--- src/adc_seq_pkg.sv ---
// Constants for the oversampling converter sequencer
package adc_seq_pkg;
   // ==========================================================
   // Clock and timing
   localparam int CLK_MHZ = 100;
   localparam int WAKE_NS = 6000;
   localparam int WAKE_CYCLES = (WAKE_NS * CLK_MHZ + 999) / 1000;
   localparam int MOD_RATE_KHZ = 1000;
   localparam int MOD_DIV = CLK_MHZ * 1000 / MOD_RATE_KHZ;
   localparam int CAL_SAMPLES = 32;
   // Mic clock half periods: 1.6 MHz and 0.8 MHz from 100 MHz
   localparam int MIC_FAST_KHZ = 1600;
   localparam int MIC_SLOW_KHZ = 800;
   localparam int MIC_HALF_FAST = CLK_MHZ * 1000 / (2 * MIC_FAST_KHZ);
   localparam int MIC_HALF_SLOW = CLK_MHZ * 1000 / (2 * MIC_SLOW_KHZ);
   // ==========================================================
   // Oversampling ratios per code 0..3
   localparam logic [7:0] RATIO_0 = 8'hC8;
   localparam logic [7:0] RATIO_1 = 8'h64;
   localparam logic [7:0] RATIO_2 = 8'h40;
   localparam logic [7:0] RATIO_3 = 8'h20;
   // Full-scale codes, filter in use / bypassed
   localparam logic [15:0] FS_FILT_LOW = 16'h4144;
   localparam logic [15:0] FS_FILT_HIGH = 16'h4BFA;
   localparam logic [15:0] FS_BYP_LOW = 16'h8000;
   localparam logic [15:0] FS_BYP_HIGH = 16'h9503;
   // ==========================================================
   // Channel codes
   localparam logic [2:0] CH_NONE = 3'h0;
   localparam logic [2:0] CH_SE_B = 3'h1;
   localparam logic [2:0] CH_SE_A = 3'h2;
   localparam logic [2:0] CH_DIFF = 3'h3;
   localparam logic [2:0] CH_TEMP = 3'h4;
   localparam logic [2:0] CH_BATT = 3'h5;
   localparam logic [2:0] CH_SHORT = 3'h6;
   // Switch bits of the input route
   localparam int SW_A_P = 0;
   localparam int SW_B_N = 1;
   localparam int SW_BIAS_P = 2;
   localparam int SW_BIAS_N = 3;
   localparam int SW_TEMP = 4;
   localparam int SW_BATT = 5;
   localparam int SW_MID = 6;
   // Reset values
   localparam logic [31:0] UPPER_RST = 32'hFFFFFFFF;
   localparam logic [31:0] ZERO32 = 32'h00000000;
   typedef enum logic [2:0] {
      ST_IDLE = 3'b000,
      ST_WAKE = 3'b001,
      ST_CAL = 3'b010,
      ST_ACQ = 3'b011,
      ST_ELAB = 3'b100
   } seq_state_t;
endpackage : adc_seq_pkg

--- src/sigma_adc_sequencer.sv ---
// Sequencer, offset correction, window compare and mic path of the converter
`timescale 1ns/10ps
`default_nettype none
module sigma_adc_sequencer
   import adc_seq_pkg::*;
#(
   parameter int W = 16
) (
   input wire logic core_clk_in,
   input wire logic rstn_in,
   // Command bits, written with a one-cycle write strobe
   input wire logic cmd_we_in,
   input wire logic analog_power_on_in,
   input wire logic software_convert_start_in,
   input wire logic calibration_enable_in,
   input wire logic auto_offset_enable_in,
   input wire logic window_compare_enable_in,
   input wire logic mic_convert_on_in,
   input wire logic transfer_request_enable_in,
   input wire logic stop_in,
   input wire logic calibration_disable_strobe_in,
   input wire logic converter_reset_in,
   // Setup fields, written with a one-cycle write strobe
   input wire logic setup_we_in,
   input wire logic [2:0] input_channel_select_in,
   input wire logic continuous_select_in,
   input wire logic [1:0] oversampling_ratio_in,
   input wire logic [1:0] attenuation_select_in,
   input wire logic [1:0] bias_select_in,
   input wire logic filter_bypass_in,
   input wire logic mic_clock_enable_in,
   input wire logic mic_clock_divide_in,
   // Offset and limits
   input wire logic offset_we_in,
   input wire logic [31:0] offset_in,
   input wire logic limit_we_in,
   input wire logic [31:0] upper_limit_in,
   input wire logic [31:0] lower_limit_in,
   // Flag clear strobes
   input wire logic flag_clear_in,
   // Modulator bit stream and microphone pins
   input wire logic modulator_bit_in,
   input wire logic mic_data_in,
   // Analog side controls
   output logic [6:0] input_switch_out,
   output logic [1:0] attenuation_out,
   output logic [1:0] bias_out,
   output logic analog_enable_out,
   output logic mic_clock_out,
   // Status
   output logic busy_out,
   output logic [31:0] conversion_result_out,
   output logic [31:0] offset_out,
   output logic [15:0] full_scale_out,
   output logic calibration_done_flag_out,
   output logic conversion_done_flag_out,
   output logic window_hit_flag_out,
   output logic analog_power_on_out,
   output logic software_convert_start_out,
   output logic calibration_enable_out,
   output logic mic_convert_on_out,
   output logic transfer_request_enable_out,
   output logic window_compare_enable_out
);
   // ==========================================================
   // Command and setup registers
   logic auto_offset_r;
   logic [2:0] chan_r;
   logic continuous_select_r;
   logic [1:0] osr_r;
   logic bypass_r;
   logic mic_clk_en_r;
   logic mic_div_r;
   logic [31:0] upper_r;
   logic [31:0] lower_r;
   seq_state_t state_r;
   logic end_conv;
   logic [7:0] ratio;

   always_comb begin
      unique case (osr_r)
         2'h0: ratio = RATIO_0;
         2'h1: ratio = RATIO_1;
         2'h2: ratio = RATIO_2;
         2'h3: ratio = RATIO_3;
      endcase
   end

   always_ff @(posedge core_clk_in) begin
      if (!rstn_in || (cmd_we_in && converter_reset_in)) begin
         analog_power_on_out <= 1'b0;
         software_convert_start_out <= 1'b0;
         auto_offset_r <= 1'b0;
         window_compare_enable_out <= 1'b0;
         mic_convert_on_out <= 1'b0;
         transfer_request_enable_out <= 1'b0;
      end else if (cmd_we_in && stop_in) begin
         analog_power_on_out <= 1'b0;
         software_convert_start_out <= 1'b0;
         mic_convert_on_out <= 1'b0;
         transfer_request_enable_out <= 1'b0;
      end else if (cmd_we_in) begin
         analog_power_on_out <= analog_power_on_in;
         software_convert_start_out <= software_convert_start_in;
         auto_offset_r <= auto_offset_enable_in;
         window_compare_enable_out <= window_compare_enable_in;
         mic_convert_on_out <= mic_convert_on_in;
         transfer_request_enable_out <= transfer_request_enable_in;
      end else if (end_conv && !continuous_select_r) begin
         software_convert_start_out <= 1'b0;
      end
   end

   always_ff @(posedge core_clk_in) begin
      if (!rstn_in || (cmd_we_in && converter_reset_in)) begin
         calibration_enable_out <= 1'b0;
      end else if (cmd_we_in && calibration_disable_strobe_in) begin
         calibration_enable_out <= 1'b0;
      end else if (cmd_we_in && calibration_enable_in) begin
         calibration_enable_out <= 1'b1;
      end
   end

   always_ff @(posedge core_clk_in) begin
      if (!rstn_in || (cmd_we_in && converter_reset_in)) begin
         chan_r <= CH_NONE;
         continuous_select_r <= 1'b0;
         osr_r <= 2'h0;
         attenuation_out <= 2'h0;
         bias_out <= 2'h0;
         bypass_r <= 1'b0;
         mic_clk_en_r <= 1'b0;
         mic_div_r <= 1'b0;
      end else if (setup_we_in && !busy_out) begin
         chan_r <= input_channel_select_in;
         continuous_select_r <= continuous_select_in;
         osr_r <= oversampling_ratio_in;
         attenuation_out <= attenuation_select_in;
         bias_out <= bias_select_in;
         bypass_r <= filter_bypass_in;
         mic_clk_en_r <= mic_clock_enable_in;
         mic_div_r <= mic_clock_divide_in;
      end
   end

   always_ff @(posedge core_clk_in) begin
      if (!rstn_in || (cmd_we_in && converter_reset_in)) begin
         upper_r <= UPPER_RST;
      end else if (limit_we_in) begin
         upper_r <= upper_limit_in;
      end
   end

   always_ff @(posedge core_clk_in) begin
      if (!rstn_in) begin
         lower_r <= ZERO32;
      end else if (limit_we_in) begin
         lower_r <= lower_limit_in;
      end
   end

   // ==========================================================
   // Input routing
   // channel to switches
   always_ff @(posedge core_clk_in) begin
      if (!rstn_in) begin
         input_switch_out <= 7'h00;
      end else begin
         input_switch_out <= 7'h00;
         unique case (chan_r)
            CH_SE_B: begin
               input_switch_out[SW_BIAS_P] <= 1'b1;
               input_switch_out[SW_B_N] <= 1'b1;
            end
            CH_SE_A: begin
               input_switch_out[SW_A_P] <= 1'b1;
               input_switch_out[SW_BIAS_N] <= 1'b1;
            end
            CH_DIFF: begin
               input_switch_out[SW_A_P] <= 1'b1;
               input_switch_out[SW_B_N] <= 1'b1;
            end
            CH_TEMP: input_switch_out[SW_TEMP] <= 1'b1;
            CH_BATT: input_switch_out[SW_BATT] <= 1'b1;
            CH_SHORT: input_switch_out[SW_MID] <= 1'b1;
            default: input_switch_out <= 7'h00;
         endcase
      end
   end

   always_ff @(posedge core_clk_in) begin
      if (!rstn_in) begin
         full_scale_out <= FS_FILT_HIGH;
      end else if (osr_r[1]) begin
         full_scale_out <= bypass_r ? FS_BYP_LOW : FS_FILT_LOW;
      end else begin
         full_scale_out <= bypass_r ? FS_BYP_HIGH : FS_FILT_HIGH;
      end
   end

   // ==========================================================
   // Sampling enables and pin synchronisers
   logic [6:0] mod_cnt_r;
   logic mod_tick_r;
   logic [2:0] mic_sync_r;
   logic [5:0] mic_cnt_r;
   logic mic_rise_r;
   logic mic_run;
   logic [5:0] mic_half;

   always_ff @(posedge core_clk_in) begin
      if (!rstn_in || mod_cnt_r == 7'(MOD_DIV - 1)) begin
         mod_cnt_r <= 7'h00;
      end else begin
         mod_cnt_r <= mod_cnt_r + 7'h01;
      end
   end

   always_ff @(posedge core_clk_in) begin
      if (!rstn_in) begin
         mod_tick_r <= 1'b0;
      end else begin
         mod_tick_r <= mod_cnt_r == 7'(MOD_DIV - 1);
      end
   end

   // Three stages; value used once stages two and three agree
   logic mic_bit_r;
   always_ff @(posedge core_clk_in) begin
      if (!rstn_in) begin
         mic_sync_r <= 3'h0;
         mic_bit_r <= 1'b0;
      end else begin
         mic_sync_r <= {mic_sync_r[1:0], mic_data_in};
         if (mic_sync_r[1] == mic_sync_r[2]) begin
            mic_bit_r <= mic_sync_r[2];
         end
      end
   end

   assign mic_run = mic_clk_en_r;
   assign mic_half = mic_div_r ? 6'(MIC_HALF_SLOW) : 6'(MIC_HALF_FAST);
   always_ff @(posedge core_clk_in) begin
      if (!rstn_in || !mic_run) begin
         mic_cnt_r <= 6'h00;
         mic_clock_out <= 1'b0;
         mic_rise_r <= 1'b0;
      end else if (mic_cnt_r >= mic_half - 6'h01) begin
         mic_cnt_r <= 6'h00;
         mic_clock_out <= !mic_clock_out;
         // Sample data at falling edge, mic drives it after rise
         mic_rise_r <= mic_clock_out;
      end else begin
         mic_cnt_r <= mic_cnt_r + 6'h01;
         mic_rise_r <= 1'b0;
      end
   end

   // ==========================================================
   // Phase sequencer
   logic [10:0] wake_cnt_r;
   logic [5:0] cal_cnt_r;
   logic filt_clear;
   logic filt_en;
   logic filt_bit;
   logic [W-1:0] filt_sum;
   logic filt_done;
   logic mic_mode;

   assign mic_mode = mic_convert_on_out;
   // Held clear through wake so acquisition spans a full ratio
   assign filt_clear = (state_r == ST_IDLE || state_r == ST_WAKE) && !mic_mode;
   assign filt_en = mic_mode ? mic_rise_r : mod_tick_r;
   assign filt_bit = mic_mode ? mic_bit_r : modulator_bit_in;

   adc_decim #(.W(W)) u_decim (
      .core_clk_in(core_clk_in),
      .rstn_in(rstn_in),
      .clear_in(filt_clear),
      .sample_en_in(filt_en),
      .sample_in(filt_bit),
      .ratio_in(ratio),
      .sum_out(filt_sum),
      .done_out(filt_done)
   );

   assign end_conv = (state_r == ST_ELAB);

   always_ff @(posedge core_clk_in) begin
      if (!rstn_in || (cmd_we_in && (stop_in || converter_reset_in))) begin
         state_r <= ST_IDLE;
         wake_cnt_r <= 11'h000;
         cal_cnt_r <= 6'h00;
      end else begin
         unique case (state_r)
            ST_IDLE: begin
               wake_cnt_r <= 11'h000;
               if (analog_power_on_out && software_convert_start_out && !mic_mode) begin
                  state_r <= ST_WAKE;
               end
            end
            ST_WAKE: begin
               wake_cnt_r <= wake_cnt_r + 11'h001;
               if (wake_cnt_r == 11'(WAKE_CYCLES - 1)) begin
                  cal_cnt_r <= 6'h00;
                  state_r <= (calibration_enable_out && auto_offset_r) ? ST_CAL : ST_ACQ;
               end
            end
            ST_CAL: begin
               if (filt_done) begin
                  cal_cnt_r <= cal_cnt_r + 6'h01;
                  if (cal_cnt_r == 6'(CAL_SAMPLES - 1)) begin
                     state_r <= ST_ACQ;
                  end
               end
            end
            ST_ACQ: begin
               if (filt_done) begin
                  state_r <= ST_ELAB;
               end
            end
            ST_ELAB: begin
               state_r <= (continuous_select_r && software_convert_start_out) ? ST_ACQ : ST_IDLE;
            end
            default: state_r <= ST_IDLE;
         endcase
      end
   end

   always_ff @(posedge core_clk_in) begin
      if (!rstn_in) begin
         busy_out <= 1'b0;
         analog_enable_out <= 1'b0;
      end else begin
         busy_out <= (state_r != ST_IDLE) && !(state_r == ST_ELAB && !continuous_select_r);
         analog_enable_out <= analog_power_on_out;
      end
   end

   // ==========================================================
   // Offset, result and flags
   logic [W-1:0] corrected;
   logic [W-1:0] offset_sel;
   logic window_hit;
   assign offset_sel = bypass_r ? offset_out[15:0] : offset_out[31:16];
   assign corrected = filt_sum - offset_sel;
   assign window_hit = (32'(corrected) <= upper_r) && (32'(corrected) >= lower_r);

   always_ff @(posedge core_clk_in) begin
      if (!rstn_in) begin
         offset_out <= ZERO32;
      end else if (state_r == ST_CAL && filt_done && cal_cnt_r == 6'(CAL_SAMPLES - 1)) begin
         if (bypass_r) begin
            offset_out[15:0] <= filt_sum;
         end else begin
            offset_out[31:16] <= filt_sum;
         end
      end else if (offset_we_in) begin
         offset_out <= offset_in;
      end
   end

   always_ff @(posedge core_clk_in) begin
      if (!rstn_in || (cmd_we_in && converter_reset_in)) begin
         conversion_result_out <= ZERO32;
      end else if ((state_r == ST_ACQ || mic_mode) && filt_done) begin
         conversion_result_out <= bypass_r ? {16'h0000, corrected} : {corrected, 16'h0000};
      end
   end

   // Set wins over a same-cycle clear
   always_ff @(posedge core_clk_in) begin
      if (!rstn_in) begin
         calibration_done_flag_out <= 1'b0;
         conversion_done_flag_out <= 1'b0;
         window_hit_flag_out <= 1'b0;
      end else begin
         if (state_r == ST_CAL && filt_done && cal_cnt_r == 6'(CAL_SAMPLES - 1)) begin
            calibration_done_flag_out <= 1'b1;
         end else if (flag_clear_in) begin
            calibration_done_flag_out <= 1'b0;
         end
         if ((state_r == ST_ACQ || mic_mode) && filt_done) begin
            conversion_done_flag_out <= 1'b1;
         end else if (flag_clear_in) begin
            conversion_done_flag_out <= 1'b0;
         end
         if ((state_r == ST_ACQ || mic_mode) && filt_done && window_compare_enable_out
             && window_hit) begin
            window_hit_flag_out <= 1'b1;
         end else if (flag_clear_in) begin
            window_hit_flag_out <= 1'b0;
         end
      end
   end
endmodule : sigma_adc_sequencer
`default_nettype wire

--- src/adc_decim.sv ---
// Sum-of-samples decimator over a programmable number of inputs
`timescale 1ns/10ps
`default_nettype none
module adc_decim #(
   parameter int W = 16
) (
   input wire logic core_clk_in,
   input wire logic rstn_in,
   input wire logic clear_in,
   input wire logic sample_en_in,
   input wire logic sample_in,
   input wire logic [7:0] ratio_in,
   output logic [W-1:0] sum_out,
   output logic done_out
);
   logic [7:0] cnt_r;
   logic [W-1:0] acc_r;
   // ==========================================================
   // Accumulate bipolar samples, dump every ratio inputs
   always_ff @(posedge core_clk_in) begin
      if (!rstn_in || clear_in) begin
         cnt_r <= 8'h00;
         acc_r <= '0;
         sum_out <= '0;
         done_out <= 1'b0;
      end else begin
         done_out <= 1'b0;
         if (sample_en_in) begin
            if (cnt_r == ratio_in - 8'h01) begin
               sum_out <= sample_in ? acc_r + W'(1) : acc_r - W'(1);
               done_out <= 1'b1;
               acc_r <= '0;
               cnt_r <= 8'h00;
            end else begin
               acc_r <= sample_in ? acc_r + W'(1) : acc_r - W'(1);
               cnt_r <= cnt_r + 8'h01;
            end
         end
      end
   end
endmodule : adc_decim
`default_nettype wire

--- config.mk ---
export PLATFORM = sky130hd
export DESIGN_NAME = sigma_adc_sequencer
export DESIGN_NICKNAME = d
export VERILOG_FILES = /design/src/adc_seq_pkg.sv /design/src/sigma_adc_sequencer.sv /design/src/adc_decim.sv
export SDC_FILE = /design/constraint.sdc
export NUM_CORES = 1
export LEC_CHECK = 0
export BUFFER_PORTS_ARGS = -buffer_cell sky130_fd_sc_hd__buf_2
export CORE_MARGIN = 5
export CORE_UTILIZATION = 55
export DETAILED_ROUTE_END_ITERATION = 12
export GPL_TIMING_DRIVEN = 0
export PLACE_DENSITY = 0.81
export REMOVE_ABC_BUFFERS = 1
export SLEW_MARGIN = 10
export SYNTH_ARGS = -nofsm -noshare
export SYNTH_HDL_FRONTEND = slang
export SYNTH_SLANG_ARGS = --single-unit
--- constraint.sdc ---
create_clock -name core_clk_in -period 5 [get_ports core_clk_in]
set_clock_uncertainty 0.15 [all_clocks]
set_input_delay 0.25 -clock core_clk_in [delete_from_list [all_inputs] [get_ports core_clk_in]]
set_output_delay 0.25 -clock core_clk_in [all_outputs]
set_load 0.01 [all_outputs]
==> results.cfg <==
[layout]
drive_above_1_share = 0.186
layout.nets = 1829
final_cell_mix = 247 x dfxtp_1, 228 x buf_2, 175 x nor2_1
final_util = 0.724
area_growth_pct = 30.4
stdcell_area_sq_um = 15200
fill_cells = 1461
final_common_cell = dfxtp_1

[synth]
yosysSeqAreaShare = 0.427
async_reset_ff_frac = 0
yosysWarningCount = 0
synth_area_sq_um = 11600
syn_avg_cell_area_sq_um = 8.86
synthCells = 1313
synth_seq_cells = 248
ys.flop_type = dfxtp_1
synth_edf_count = 0
ys_types = 58

[die]
core_region_area_sq_um = 21000
die_w_microns = 155
dieArea_sq_um = 24200
row_count = 53
initial_utilization = 0.555
io_pins = 231
dieHeight_microns = 155

[route]
vias = 10800
drc = 0
wl_mm = 34.2
wl_per_cell_microns = 17.8
drtIter0Drc = 818
dr.pass1.iters = 5
via_per_inst = 5.62
detail-route-antenna-nets = 0

[critical_path]
worstPathCellList = buf_16 > mux2i_1 > ha_1 > nor2b_1 > o21ai_0 > o21ai_1 > and3_1 > a221oi_4 > nor2_1 > a211oi_2 > ha_1 > nor2_1 > nor4_1 > nand4_1 > nor3_1 > o22ai_1 > a31oi_1
crit_slowest_cell = dfxtp_2
worstSetupPathType = flip-flop to flip-flop
setup.worst_path.end_class = flip-flop
crit_fanout = 18
cp.required_ns = 5.29
crit_path_max_incr_delay_ns = 0.56
startpoint_type = flip-flop
crit_arrival_ns = 4.89

[pwr]
p_seq_frac = 0.446
pwr-share-comb = 0.136
switching_share = 0.252
p_int_w = 0.00349
p_sw_w = 0.00118
power_w = 0.00467
peakVddDrop_v = 0.000214
clock_power_share = 0.419
power_density_nw_per_um2 = 308
leakage_nw = 6.99

[global_routing]
grt_pass1_wl_mm = 53.7
grt-ovfl-total = 0
grt_pass1_vias = 10500
antenna_found_initial = 0
grt_max_degree = 54
grtUsageTotal = 0.269

[placed_design]
place_congestion = 0.876
port_buffers = 229
dpl.hpwl_mm = 22.0
post-place-ws_ns = -0.0199
place_area_sq_um = 13100

[clock_network]
cts_buffers = 26
cts.sink_count = 248
root_buffer = clkbuf_16
h-tree-depth = 1
tritoncts = built
clk_path_buf_depth = 3
insertion_delay_ns = 0.52
clk_pin_slew_worst_paths_ns = 0.06

[sta]
max_slew_margin = 0.181
fmax_mhz = 218
tightest_slew_ns = 1.23
layout_setup_ws_ns = 0.407
grt_setup_unrepaired = no
final-setup-viol-count = 0
fin_setup_tns_ns = 0
final-hold-violation-count = 0
drv_slew = 0
min_period_ns = 4.59
final.period_utilization = 0.919

[job]
max-cap-violations = 0

[status]
status = complete, no violations

[min_path]
hp-class = input port to flip-flop
## worst max-delay path, delay by kind of cell (launching register included)
| kind | cells | cell delay [ns] |
|---|---|---|
| flip-flops | 1 | 0.56 |
| adder cells (fa/ha/maj) | 2 | 0.55 |
| AND/OR/NAND/NOR | 7 | 1.32 |
| AO/OA/AOI/OAI | 6 | 1.34 |
| multiplexers | 1 | 0.35 |
| buffers and inverters | 1 | 0.23 |
## synth_stat cells, drive strengths merged, types with 3 or more instances
cell type,instances,area share
ha,71,0.076
and2,5,0.0027
a22o,22,0.017
a22oi,18,0.012
o21ai,28,0.012
mux2i,101,0.087
o211ai,15,0.0097
xor2,28,0.021
a31oi,5,0.0027
o31ai,3,0.0019
nand4,19,0.010
a21oi,85,0.037
or2,5,0.0027
nand2b,9,0.0048
xnor2,23,0.017
o21bai,6,0.0039
and3,14,0.0075
nor4b,4,0.0035
a211oi,37,0.024
a21o,25,0.016
nor4,11,0.0065
mux2,4,0.0039
o21a,4,0.0026
buf,19,0.0092
nor3,22,0.0095
nor2b,12,0.0065
inv,49,0.016
or3,3,0.0016
nand3,27,0.012
clkbuf,51,0.016
dfxtp,248,0.43
nor2,176,0.057
nand2,138,0.045
## through the flow
stage / instances / hold slack [ns]
after floorplan: 1243 / 0.176
after global placement: 1747 / 0.264
after detailed placement: 1755 / 0.272
after CTS: 1922 / 0.00245
after global routing: 1922 / 0.0194
final: 1923 / 0.0275
## power by group through the flow
stage	Sequential, W	Clock, W	Combinational, W
6_report	0.00208	0.00195	0.000633
5_1_grt	0.00209	0.00207	0.000697
4_1_cts	0.00208	0.00197	0.000615
3_5_place_dp	0.00212	0	0.000536
3_3_place_gp	0.00212	0	0.000507
2_1_floorplan	0.00213	0	0.000315
## final timing paths
path	from	endpoint	slack (ns)	cells past startpoint
hold / removal	converter_reset_in	upper_r[0]	0.03	4
setup reg to reg	bypass_r	window_hit_flag_out	0.41	17
hold reg to reg	mic_sync_r[0]	mic_sync_r[1]	0.29	1
setup / recovery	bypass_r	window_hit_flag_out	0.41	17
## registers in the layout (all words and copies together), names as in the netlist, 6 cells and up
register,cells
u_decim.sum_out,16
lower_r,32
full_scale_out,7
offset_out,32
conversion_result_out,32
input_switch_out,7
u_decim.acc_r,16
mic_cnt_r,6
cal_cnt_r,6
u_decim.cnt_r,8
upper_r,32
mod_cnt_r,7
wake_cnt_r,11
## what timing repair did
item,CTS,global route
hold buffers,120,0
resized for setup,1,3
hold endpoints to repair,121,0
pin swaps,0,0
buffers inserted,0,0
setup endpoints to repair,1,1
gates cloned,0,0
## kinds of logic after synthesis
family	synth area share
fa+ha+maj	0.0798
other cells	0.000322
simple gates	0.175
mux	0.0908
buf+inv	0.0418
xor+xnor	0.0384
flops	0.427
compound gates	0.147
## layout make-up
cell class / count / area, sq um / share of cell area
antenna: 1 / 2.50 / 0.000165
clock buffer: 36 / 758 / 0.0500
clock inverter: 11 / 119 / 0.00783
inverter: 50 / 189 / 0.0124
multi-input combinational: 945 / 6280 / 0.414
sequential: 248 / 4970 / 0.327
tap: 275 / 344 / 0.0227
timing repair buffer: 357 / 2520 / 0.166
## metal layers
layer  GRT usage  up-vias  part of all wire
met3      0.0384       98             0.053
met5           0        -                 0
met2       0.478      377              0.49
li1            -     5229                 -
met4       0.103        0             0.036
met1       0.329     5110              0.42
No activity file was read; power rests on OpenSTA's default activity.
